==> config.mk <==
export PLATFORM = sky130hd
export DESIGN_NAME = ptoc_top
export DESIGN_NICKNAME = d
export VERILOG_FILES = /design/src/ptoc_pkg.sv /design/src/ptoc_top.sv
export SDC_FILE = /design/constraint.sdc
export NUM_CORES = 1
export LEC_CHECK = 0
export ABC_AREA = 1
export BUFFER_PORTS_ARGS = -buffer_cell sky130_fd_sc_hd__buf_2
export CORE_ASPECT_RATIO = 0.5
export CORE_MARGIN = 5
export CORE_UTILIZATION = 30
export DETAILED_ROUTE_END_ITERATION = 8
export SKIP_CTS_REPAIR_TIMING = 1
export SYNTH_ARGS = -nofsm -noshare
export SYNTH_HDL_FRONTEND = slang
export SYNTH_SLANG_ARGS = --single-unit
export TNS_END_PERCENT = 20
==> constraint.sdc <==
create_clock -name CLOCK -period 5.7 [get_ports CLOCK]
set_input_delay 0 -clock CLOCK [delete_from_list [all_inputs] [get_ports CLOCK]]
set_output_delay 0 -clock CLOCK [all_outputs]
set_load 0.005 [all_outputs]
==> src/ptoc_pkg.sv <==
// Package: constants and types for the pulse-train output controller
package ptoc_pkg;
   // ****************************************
   // Register map
   // ****************************************
   localparam logic [3:0] ADDR_CMD      = 4'h0;
   localparam logic [3:0] ADDR_TARGET   = 4'h1;
   localparam logic [3:0] ADDR_RATE     = 4'h2;
   localparam logic [3:0] ADDR_COUNT    = 4'h3;
   localparam logic [3:0] ADDR_MONITOR  = 4'h4;
   localparam logic [3:0] ADDR_STATUS   = 4'h5;
   localparam logic [3:0] ADDR_PRESENT  = 4'h6;
   // ****************************************
   // Command word fields
   // ****************************************
   localparam int CMD_START_BIT = 0;
   localparam int CMD_RAMP_BIT  = 1;
   localparam int CMD_INDEP_BIT = 2;
   localparam int CMD_DIR_BIT   = 3;
   localparam int CMD_STOP_BIT  = 4;
   localparam int CMD_SRCH_BIT  = 5;
   localparam int CMD_REV_BIT   = 6;
   // ****************************************
   // Error codes and reset values
   // ****************************************
   localparam logic [15:0] ERR_NONE     = 16'h0000;
   localparam logic [15:0] ERR_CW_LIM   = 16'h0100;
   localparam logic [15:0] ERR_CCW_LIM  = 16'h0101;
   localparam logic [15:0] ERR_REVERSE  = 16'h0206;
   localparam logic [15:0] ERR_TIMEOUT  = 16'h0300;
   localparam logic [31:0] RST_WORD     = 32'h0000_0000;
   localparam logic [31:0] RST_MONITOR  = 32'h0000_C350;
   localparam int          CLK_HZ       = 50_000_000;
   // Frequency in Hz accumulates per cycle; phase wraps at the clock rate
   localparam logic [31:0] PHASE_WRAP   = 32'(CLK_HZ);
   typedef enum logic [1:0] {ST_IDLE, ST_RUN, ST_WAIT_DONE} ptoc_state_type;
endpackage

==> src/ptoc_top.sv <==
// Module: one pulse-plus-direction output port with stop error reporting
`timescale 1ns/1ps
// Function
// - Continuous mode pulses without count until stopped
// - Independent mode emits exact count then ends
// - Fixed-frequency start or ramped start at rate
// - Search-direction limit while reversing: code 0206
// - Done input late after output: code 0300
// - Errors touch only this port
// - Limit input stops output: 0100 or 0101
module ptoc_top
   import ptoc_pkg::*;
(
   // Clock and reset
   input  wire logic        CLOCK,
   input  wire logic        RST_N,
   input  wire logic        CLK_EN,
   // Register port
   input  wire logic [3:0]  ADDR,
   input  wire logic [31:0] WDATA,
   input  wire logic        WR,
   input  wire logic        RD,
   output logic      [31:0] RDATA,
   // Drive and sensor pins
   input  wire logic        CW_LIMIT,
   input  wire logic        CCW_LIMIT,
   input  wire logic        POS_DONE,
   output logic             PULSE_OUT,
   output logic             DIR_OUT,
   output logic             BUSY
);
   // ****************************************
   // Pin synchronisers
   // ****************************************
   logic [2:0] pin_meta_r;
   logic [2:0] pin_sync_r;
   logic       cw_lim;
   logic       ccw_lim;
   logic       done_in;
   always_ff @(posedge CLOCK) begin
      if (!RST_N) begin
         pin_meta_r <= 3'h0;
         pin_sync_r <= 3'h0;
      end else if (CLK_EN) begin
         pin_meta_r <= {POS_DONE, CCW_LIMIT, CW_LIMIT};
         pin_sync_r <= pin_meta_r;
      end
   end
   assign cw_lim  = pin_sync_r[0];
   assign ccw_lim = pin_sync_r[1];
   assign done_in = pin_sync_r[2];

   // ****************************************
   // Registers and engine state
   // ****************************************
   ptoc_state_type state_r, state_nxt;
   logic [31:0] target_r, target_nxt;
   logic [31:0] rate_r, rate_nxt;
   logic [31:0] count_r, count_nxt;
   logic [31:0] monitor_r, monitor_nxt;
   logic [31:0] freq_r, freq_nxt;
   logic [31:0] phase_r, phase_nxt;
   logic [31:0] left_r, left_nxt;
   logic [31:0] wait_r, wait_nxt;
   logic [15:0] err_r, err_nxt;
   logic        ramp_r, ramp_nxt;
   logic        indep_r, indep_nxt;
   logic        dir_r, dir_nxt;
   logic        srch_r, srch_nxt;
   logic        rev_r, rev_nxt;
   logic        pulse_r, pulse_nxt;
   logic [31:0] rdata_r, rdata_nxt;
   logic [32:0] phase_sum;
   logic [32:0] freq_sum;
   logic        search_lim;

   // Search direction limit: CW when dir is 0
   assign search_lim = dir_r ? ccw_lim : cw_lim;
   assign phase_sum  = {1'b0, phase_r} + {1'b0, freq_r};
   assign freq_sum   = {1'b0, freq_r} + {1'b0, rate_r};

   always_comb begin
      state_nxt   = state_r;
      target_nxt  = target_r;
      rate_nxt    = rate_r;
      count_nxt   = count_r;
      monitor_nxt = monitor_r;
      freq_nxt    = freq_r;
      phase_nxt   = phase_r;
      left_nxt    = left_r;
      wait_nxt    = wait_r;
      err_nxt     = err_r;
      ramp_nxt    = ramp_r;
      indep_nxt   = indep_r;
      dir_nxt     = dir_r;
      srch_nxt    = srch_r;
      rev_nxt     = rev_r;
      pulse_nxt   = 1'b0;
      rdata_nxt   = RST_WORD;
      // Register writes
      if (WR) begin
         case (ADDR)
            ADDR_TARGET:  target_nxt  = WDATA;
            ADDR_RATE:    rate_nxt    = WDATA;
            ADDR_COUNT:   count_nxt   = WDATA;
            ADDR_MONITOR: monitor_nxt = WDATA;
            default: ;
         endcase
      end
      if (RD) begin
         case (ADDR)
            ADDR_TARGET:  rdata_nxt = target_r;
            ADDR_RATE:    rdata_nxt = rate_r;
            ADDR_COUNT:   rdata_nxt = count_r;
            ADDR_MONITOR: rdata_nxt = monitor_r;
            ADDR_STATUS:  rdata_nxt = {12'h000, rev_r, dir_r, state_r, err_r};
            ADDR_PRESENT: rdata_nxt = freq_r;
            default:      rdata_nxt = RST_WORD;
         endcase
      end
      case (state_r)
         ST_IDLE: begin
            // A start command latches the mode bits, loads the count and clears the error code
            if (WR && ADDR == ADDR_CMD && WDATA[CMD_START_BIT]) begin
               ramp_nxt  = WDATA[CMD_RAMP_BIT];
               indep_nxt = WDATA[CMD_INDEP_BIT];
               dir_nxt   = WDATA[CMD_DIR_BIT];
               srch_nxt  = WDATA[CMD_SRCH_BIT];
               rev_nxt   = WDATA[CMD_REV_BIT];
               freq_nxt  = WDATA[CMD_RAMP_BIT] ? RST_WORD : target_r;
               phase_nxt = RST_WORD;
               left_nxt  = count_r;
               err_nxt   = ERR_NONE;
               state_nxt = ST_RUN;
            end
         end
         ST_RUN: begin
            // Ramp climbs by the rate each cycle, clamped at target
            if (ramp_r && freq_r < target_r) begin
               if (freq_sum[31:0] > target_r || freq_sum[32]) begin
                  freq_nxt = target_r;
               end else begin
                  freq_nxt = freq_sum[31:0];
               end
            end
            if (phase_sum[32] || phase_sum[31:0] >= PHASE_WRAP) begin
               phase_nxt = phase_sum[31:0] - PHASE_WRAP;
               pulse_nxt = 1'b1;
               if (indep_r) begin
                  left_nxt = left_r - 32'h0000_0001;
               end
            end else begin
               phase_nxt = phase_sum[31:0];
            end
            // Errors are kept per port; no shared state leaves this module
            if (srch_r && rev_r && search_lim) begin
               err_nxt   = ERR_REVERSE;
               freq_nxt  = RST_WORD;
               state_nxt = ST_IDLE;
            end else if (cw_lim) begin
               err_nxt   = ERR_CW_LIM;
               freq_nxt  = RST_WORD;
               state_nxt = ST_IDLE;
            end else if (ccw_lim) begin
               err_nxt   = ERR_CCW_LIM;
               freq_nxt  = RST_WORD;
               state_nxt = ST_IDLE;
            end else if (WR && ADDR == ADDR_CMD && WDATA[CMD_STOP_BIT]) begin
               freq_nxt  = RST_WORD;
               state_nxt = ST_IDLE;
            end else if (indep_r && (left_r == RST_WORD ||
                         (pulse_nxt && left_r == 32'h0000_0001))) begin
               freq_nxt  = RST_WORD;
               wait_nxt  = RST_WORD;
               state_nxt = ST_WAIT_DONE;
            end
         end
         ST_WAIT_DONE: begin
            // Drive is expected to answer within the monitor time
            if (done_in) begin
               state_nxt = ST_IDLE;
            end else if (wait_r >= monitor_r) begin
               err_nxt   = ERR_TIMEOUT;
               state_nxt = ST_IDLE;
            end else begin
               wait_nxt = wait_r + 32'h0000_0001;
            end
         end
         default: state_nxt = ST_IDLE;
      endcase
   end

   always_ff @(posedge CLOCK) begin
      if (!RST_N) begin
         state_r   <= ST_IDLE;
         target_r  <= RST_WORD;
         rate_r    <= RST_WORD;
         count_r   <= RST_WORD;
         monitor_r <= RST_MONITOR;
         freq_r    <= RST_WORD;
         phase_r   <= RST_WORD;
         left_r    <= RST_WORD;
         wait_r    <= RST_WORD;
         err_r     <= ERR_NONE;
         ramp_r    <= 1'b0;
         indep_r   <= 1'b0;
         dir_r     <= 1'b0;
         srch_r    <= 1'b0;
         rev_r     <= 1'b0;
         pulse_r   <= 1'b0;
         rdata_r   <= RST_WORD;
      end else if (CLK_EN) begin
         state_r   <= state_nxt;
         target_r  <= target_nxt;
         rate_r    <= rate_nxt;
         count_r   <= count_nxt;
         monitor_r <= monitor_nxt;
         freq_r    <= freq_nxt;
         phase_r   <= phase_nxt;
         left_r    <= left_nxt;
         wait_r    <= wait_nxt;
         err_r     <= err_nxt;
         ramp_r    <= ramp_nxt;
         indep_r   <= indep_nxt;
         dir_r     <= dir_nxt;
         srch_r    <= srch_nxt;
         rev_r     <= rev_nxt;
         pulse_r   <= pulse_nxt;
         rdata_r   <= rdata_nxt;
      end
   end

   // ****************************************
   // Outputs
   // ****************************************
   assign RDATA     = rdata_r;
   assign PULSE_OUT = pulse_r;
   assign DIR_OUT   = dir_r;
   assign BUSY      = (state_r != ST_IDLE);
endmodule // ptoc_top

==> results of run 1 <==
-- worst reg2reg max path, cell delays in order, from the launching register on --
cell and delay [ns]:
dfxtp_1 0.50, ha_1 0.30, nand3_1 0.07, nand2_1 0.08, a21boi_0 0.56, o21ai_0 0.38, nand3_1 0.16, nand3b_1 0.17
nand2_1 0.10, nand2_1 0.06, xor2_1 0.20, inv_1 0.09, ha_1 0.30, nand2_1 0.08, inv_1 0.07, nand3_1 0.09
nor4_1 0.28, a21boi_0 0.28, o21ai_2 0.11, nand2_4 0.38, nand2_1 0.14, o21ai_0 0.10, nand4_1 0.11, nand2_1 0.09
nor2_1 0.04, nor2_1 0.12
-- layer usage --
metal	vias up	GRT usage	wire, um
met5	-	0	0
met4	0	0.0472	1680
met3	94	0.0252	5810
met2	771	0.299	34100
met1	10800	0.272	36500
li1	11400	-	-
-- path summary, 6_finish.rpt --
path                     startpoint                  endpoint
max          freq_r[1]$_SDFFE_PN0P_    freq_r[6]$_SDFFE_PN0P_
min                         ADDR[2]  count_r[27]$_SDFFE_PN0P_
max reg2reg  freq_r[1]$_SDFFE_PN0P_    freq_r[6]$_SDFFE_PN0P_
min reg2reg     srch_r$_SDFFE_PN0P_       srch_r$_SDFFE_PN0P_
-- power by group --
part           switching [uW]  internal, uW  leakage [uW]
logic                     370           141       0.00786
clock network            1040          1450      0.000605
registers                16.1          2160       0.00247
-- cells in the mapped netlist, types with 7 or more instances --
| cell type | count | area share |
|---|---|---|
| and2_1 | 8 | 0.0023 |
| nand3_1 | 172 | 0.040 |
| nand2_2 | 10 | 0.0029 |
| o221ai_1 | 25 | 0.010 |
| o22ai_1 | 41 | 0.012 |
| nor2_2 | 11 | 0.0032 |
| o21ai_0 | 256 | 0.059 |
| o211ai_1 | 7 | 0.0024 |
| nor2_1 | 282 | 0.049 |
| xnor2_1 | 20 | 0.0080 |
| a211oi_1 | 10 | 0.0034 |
| xor2_1 | 57 | 0.023 |
| inv_1 | 429 | 0.074 |
| o21bai_1 | 7 | 0.0024 |
| o21a_1 | 9 | 0.0031 |
| nand4_1 | 83 | 0.024 |
| nor4_1 | 17 | 0.0049 |
| nor3_1 | 44 | 0.010 |
| a31oi_1 | 10 | 0.0029 |
| nand3b_1 | 8 | 0.0028 |
| o21ai_1 | 14 | 0.0032 |
| o31ai_1 | 9 | 0.0031 |
| a21oi_1 | 386 | 0.089 |
| ha_1 | 167 | 0.096 |
| buf_2 | 12 | 0.0028 |
| dfxtp_1 | 306 | 0.28 |
| clkbuf_1 | 111 | 0.019 |
| nand2_1 | 842 | 0.15 |
-- layout make-up --
class / instances / area [um2] / area share
Antenna cell: 1 / 2.50 / 0.000102
Clock buffer: 53 / 1070 / 0.0433
Clock inverter: 13 / 181 / 0.00737
Inverter: 436 / 1640 / 0.0666
Multi-Input combinational cell: 2532 / 13400 / 0.546
Sequential cell: 306 / 6130 / 0.249
Tap cell: 958 / 1200 / 0.0487
Timing Repair Buffer: 141 / 963 / 0.0391
-- stage by stage --
step	instances	utilization	hold WS [ns]	setup WS, ns
2_1_floorplan	3414	-	0.126	1.62
3_3_place_gp	4334	0.321	0.231	0.703
3_5_place_dp	4334	0.321	0.233	0.567
4_1_cts	4400	0.339	-0.354	0.520
5_1_grt	4440	0.344	0.0181	0.277
6_report	4440	0.344	-0.00587	0.788
-- logic make-up (layout without fill, tap and decap cells) --
family / count (synthesis) / count (layout)
AO/OA/AOI/OAI: 794 / 794
XOR/XNOR: 77 / 77
adder cells (fa/ha/maj): 169 / 169
buffers and inverters: 576 / 643
flip-flops: 306 / 306
other: 0 / 1
AND/OR/NAND/NOR: 1492 / 1492
-- sequential cells by signal (all words and copies together) (netlist names) --
name        cells
left_r         32
monitor_r      32
state_r         2
RDATA          32
ramp_r          1
count_r        32
DIR_OUT         1
pin_sync_r      3
PULSE_OUT       1
phase_r        32
rev_r           1
freq_r         32
err_r           4
pin_meta_r      3
srch_r          1
wait_r         32
indep_r         1
target_r       32
rate_r         32
==> results.yml, run 1 <==
logic_synthesis:
  synth_cells: 3414
  ys_types: 52
  synth_seq_area_share: 0.281
  synthMuxAreaShare: 0
  syn_nets: 3627
  ys_warn_count: 0
  synth_top_family_by_area: "simple AND/OR/NAND/NOR gates"
  synthXorXnorAreaFrac: 0.0310
  synth-edff-count: 0
  yosys.area_share.adder: 0.0978
  async_flop_share: 0
  synth-seq-cells: 306
  synth_compound_area_frac: 0.198
  synth_ff_type: "dfxtp_1"
  synthSimpleGateAreaFrac: 0.289
  syn_avg_cell_area_um2: 6.38
  syn_area_um2: 21800
clock_network:
  clockBufferDepth: 3
  cts_tree: "yes"
  clk_pin_slew_ns: 0.06
  numClockSinks: 306
  root_buffer: "clkbuf_16"
  cts.htree.levels: 2
  cts_buffers: 36
  worstSkewPairLatency_ns: 0.58
run_status:
  status: "complete, but fails checks"
  failed_checks: "hold timing"
drt:
  drtPass1Iterations: 6
  viasPerCell: 5.20
  post_drt_wl_per_cell_um: 17.6
  drt-initial-drc-count: 1991
  vias: 23100
  drc: 0
  ant_nets: 0
  drt_wl_total_mm: 78.1
hold_path:
  hold_path_depth: 6
  hp-class: "in2reg"
power:
  p_per_area_nw_per_um2: 210
  power_uw: 5180
  ir_drop_mv: 0.175
  leakagePower_uw: 0.0109
critical_path:
  crit_path_frequent_cell: "nand2_1"
  cp_top_family: "simple AND/OR/NAND/NOR gates"
  crit_cells: 25
  crit_type: "reg2reg"
  cp_max_fo: 37
  end_kind: "flop"
  crit_required_ns: 6.20
  crit_buf_inv: 2
  rrSetupSlack_ns: 0.79
  slowest_delay_ns: 0.56
  arrival_ns: 5.41
  r2r_cells: 25
  crit_path_top_delay_cell: "a21boi_0"
  critPathLaunchType: "flop"
floorplanning:
  num_rows: 69
  core_area_um2: 71500
  die_h_um: 200
  io_pins: 79
  die_w_um: 391
  dieArea_um2: 78400
  initial_core_util: 0.305
flow_run:
  cap_violations: 0
timing:
  finalCriticalPeriod_ns: 4.91
  rsz0062_at_grt: "false"
  max_clock_freq_mhz: 204
  fin_hold_ws_ns: -0.00587
  fin_crit_sh: 0.862
  max_slew_margin: 0.243
  setup_tns_ns: 0
  tightest_slew_ns: 1.13
  finalHoldViolCount: 1
  drv_slew: 0
  skew_ns: 0.0231
  finalSetupViolCount: 0
placed_design:
  routabilityCongestion: 0.948
  placed_area_um2: 23000
  port_buffers: 78
  dpl.hpwl_mm: 58.4
cells_and_area:
  final_nets: 3666
  mostFrequentLayoutCells: "nand2_1 (840), inv_1 (428), a21oi_1 (383)"
  design_area_um2: 24600
  synthToLayoutAreaGrowth_pct: 13.1
  layout_commonest_cell: "nand2_1"
  n_fill_cell: 7768
  drive_above_1_share: 0.0595
grt:
  grt_pass1_vias: 21000
  grt_pass1_wl_mm: 120
  grt_overflow: 0
  antenna_found_initial: 1
  grt_max_degree: 114
  grt_use_total: 0.189
(Power assumes the default switching activity.)
==> run 2: changes to the inputs <==
CORE_ASPECT_RATIO = default   (was 0.5)
==> run 2 against run 1 <==
The run still ends with hold timing left. Non-clock buffer count is 4 higher. Clock-buffer cell count decreased by 4. Critical path depth did not move. Combinational power is 2% lower. Largest power group unchanged. Flip-flop and latch count stayed put. Setup slack worse by 0.072 ns. Critical path type unchanged. Fmax is 1.4% lower. Sequential power about the same. Total power down 0.88%. Largest cell class unchanged. Final area did not move. Global-route usage barely moved.
==> results.yml, run 2 (same netlist as run 1, synthesis figures left out) <==
critical_path:
  arrival_ns: 5.48
  critPathLaunchType: "flop"
  cp_max_fo: 37
  rr_startpoint: "freq_r[2]$_SDFFE_PN0P_"
  crit_path_frequent_cell: "nand2_1"
  r2r_cells: 25
  end_kind: "flop"
  crit_path_start: "freq_r[2]$_SDFFE_PN0P_"
  crit_required_ns: 6.19
  slowest_delay_ns: 0.66
  crit_path_top_delay_cell: "a21boi_0"
  crit_type: "reg2reg"
floorplanning:
  die_h_um: 279
  core_area_um2: 71700
  initial_core_util: 0.303
  num_rows: 98
  io_pins: 79
  dieArea_um2: 78000
  die_w_um: 279
clock_network:
  worstSkewPairLatency_ns: 0.56
  cts_buffers: 38
  root_buffer: "clkbuf_16"
  cts.htree.levels: 2
  clockBufferDepth: 3
  cts_tree: "yes"
  numClockSinks: 306
  clk_pin_slew_ns: 0.06
grt:
  grt_overflow: 0
  grt_use_total: 0.189
  antenna_found_initial: 0
  grt_max_degree: 75
  grt_pass1_wl_mm: 120
  grt_pass1_vias: 21000
drt:
  drt-initial-drc-count: 1998
  drt_wl_total_mm: 77.5
  drtPass1Iterations: 6
  viasPerCell: 5.12
  vias: 22700
  ant_nets: 0
  post_drt_wl_per_cell_um: 17.5
  drc: 0
cells_and_area:
  drive_above_1_share: 0.0586
  layout_commonest_cell: "nand2_1"
  n_fill_cell: 7839
  final_nets: 3672
  synthToLayoutAreaGrowth_pct: 13.1
  mostFrequentLayoutCells: "nand2_1 (839), inv_1 (428), a21oi_1 (383)"
  diodes: 0
power:
  power_switching_uw: 1400
  power_frac_seq: 0.424
  p_int_uw: 3740
  switching_share: 0.272
  clock_power_share: 0.479
  leakagePower_uw: 0.0109
  p_per_area_nw_per_um2: 208
  pwr-share-comb: 0.098
  ir_drop_mv: 0.226
  power_uw: 5130
timing:
  drv_slew: 0
  tightest_slew_ns: 1.13
  finalHoldViolCount: 1
  setup_tns_ns: 0
  finalCriticalPeriod_ns: 4.98
  max_clock_freq_mhz: 201
  max_slew_margin: 0.237
  skew_ns: 0.0111
  fin_hold_ws_ns: -0.0118
  finalSetupViolCount: 0
  fin_crit_sh: 0.874
  rsz0062_at_grt: "false"
flow_run:
  cap_violations: 0
run_status:
  status: "complete, but fails checks"
  failed_checks: "hold timing"
placed_design:
  port_buffers: 78
  dpl.hpwl_mm: 59.1
  routabilityCongestion: 0.923
hold_path:
  hp-start: "ADDR[2]"
  hold_path_depth: 6
  hp-class: "in2reg"
## run 2: per-layer routing
layer  part of all wire  vias to the layer above  track usage
met5                  0                        -            0
met4              0.037                        0       0.0647
met3              0.065                      132       0.0305
met2               0.45                      700        0.308
met1               0.45                    10400        0.256
li1                   -                    11400            -
## run 2: cell type report
| class | count | area (um2) | share of cell area |
|---|---|---|---|
| tap | 950 | 1190 | 0.0483 |
| clock inverter | 14 | 198 | 0.00803 |
| timing repair buffer | 145 | 1000 | 0.0408 |
| sequential | 306 | 6130 | 0.249 |
| multi-input combinational | 2532 | 13500 | 0.546 |
| clock buffer | 49 | 1010 | 0.0411 |
| inverter | 436 | 1640 | 0.0666 |
## run 2: worst max-delay path: cells and delay by family, from the launching register on
family,cells,cell delay [ns]
buffers and inverters,2,0.14
AOI/OAI and AO/OA,5,1.61
adders and majority gates,2,0.59
xor gates and xnor gates,1,0.21
DFF,1,0.40
and+or+nand+nor,15,1.96
## run 2: power by group through the flow
stage          logic [uW]  registers, uW  clock network [uW]
4_1_cts               472           2170                2490
6_report              502           2170                2460
2_1_floorplan         303           2210                   0
3_5_place_dp          470           2220                   0
5_1_grt               547           2170                2580
3_3_place_gp          474           2220                   0
## run 2: metrics by stage
stage	worst slack, ns	hold WS (ns)	instance area (um2)	utilization	std cells
CTS	0.457	-0.341	24200	0.337	4389
global route	0.227	0.0129	24600	0.343	4432
detailed placement	0.518	0.231	23000	0.320	4326
finish	0.716	-0.0118	24600	0.343	4432
floorplan	1.62	0.126	21800	-	3414
global placement	0.688	0.240	23000	0.320	4326
## run 2: final timing paths
check                                                end  slack (ns)
worst max-delay path             freq_r[10]$_SDFFE_PN0P_        0.72
worst min-delay path            count_r[27]$_SDFFE_PN0P_       -0.01
worst max register to register   freq_r[10]$_SDFFE_PN0P_        0.72
worst min register to register       srch_r$_SDFFE_PN0P_        0.46
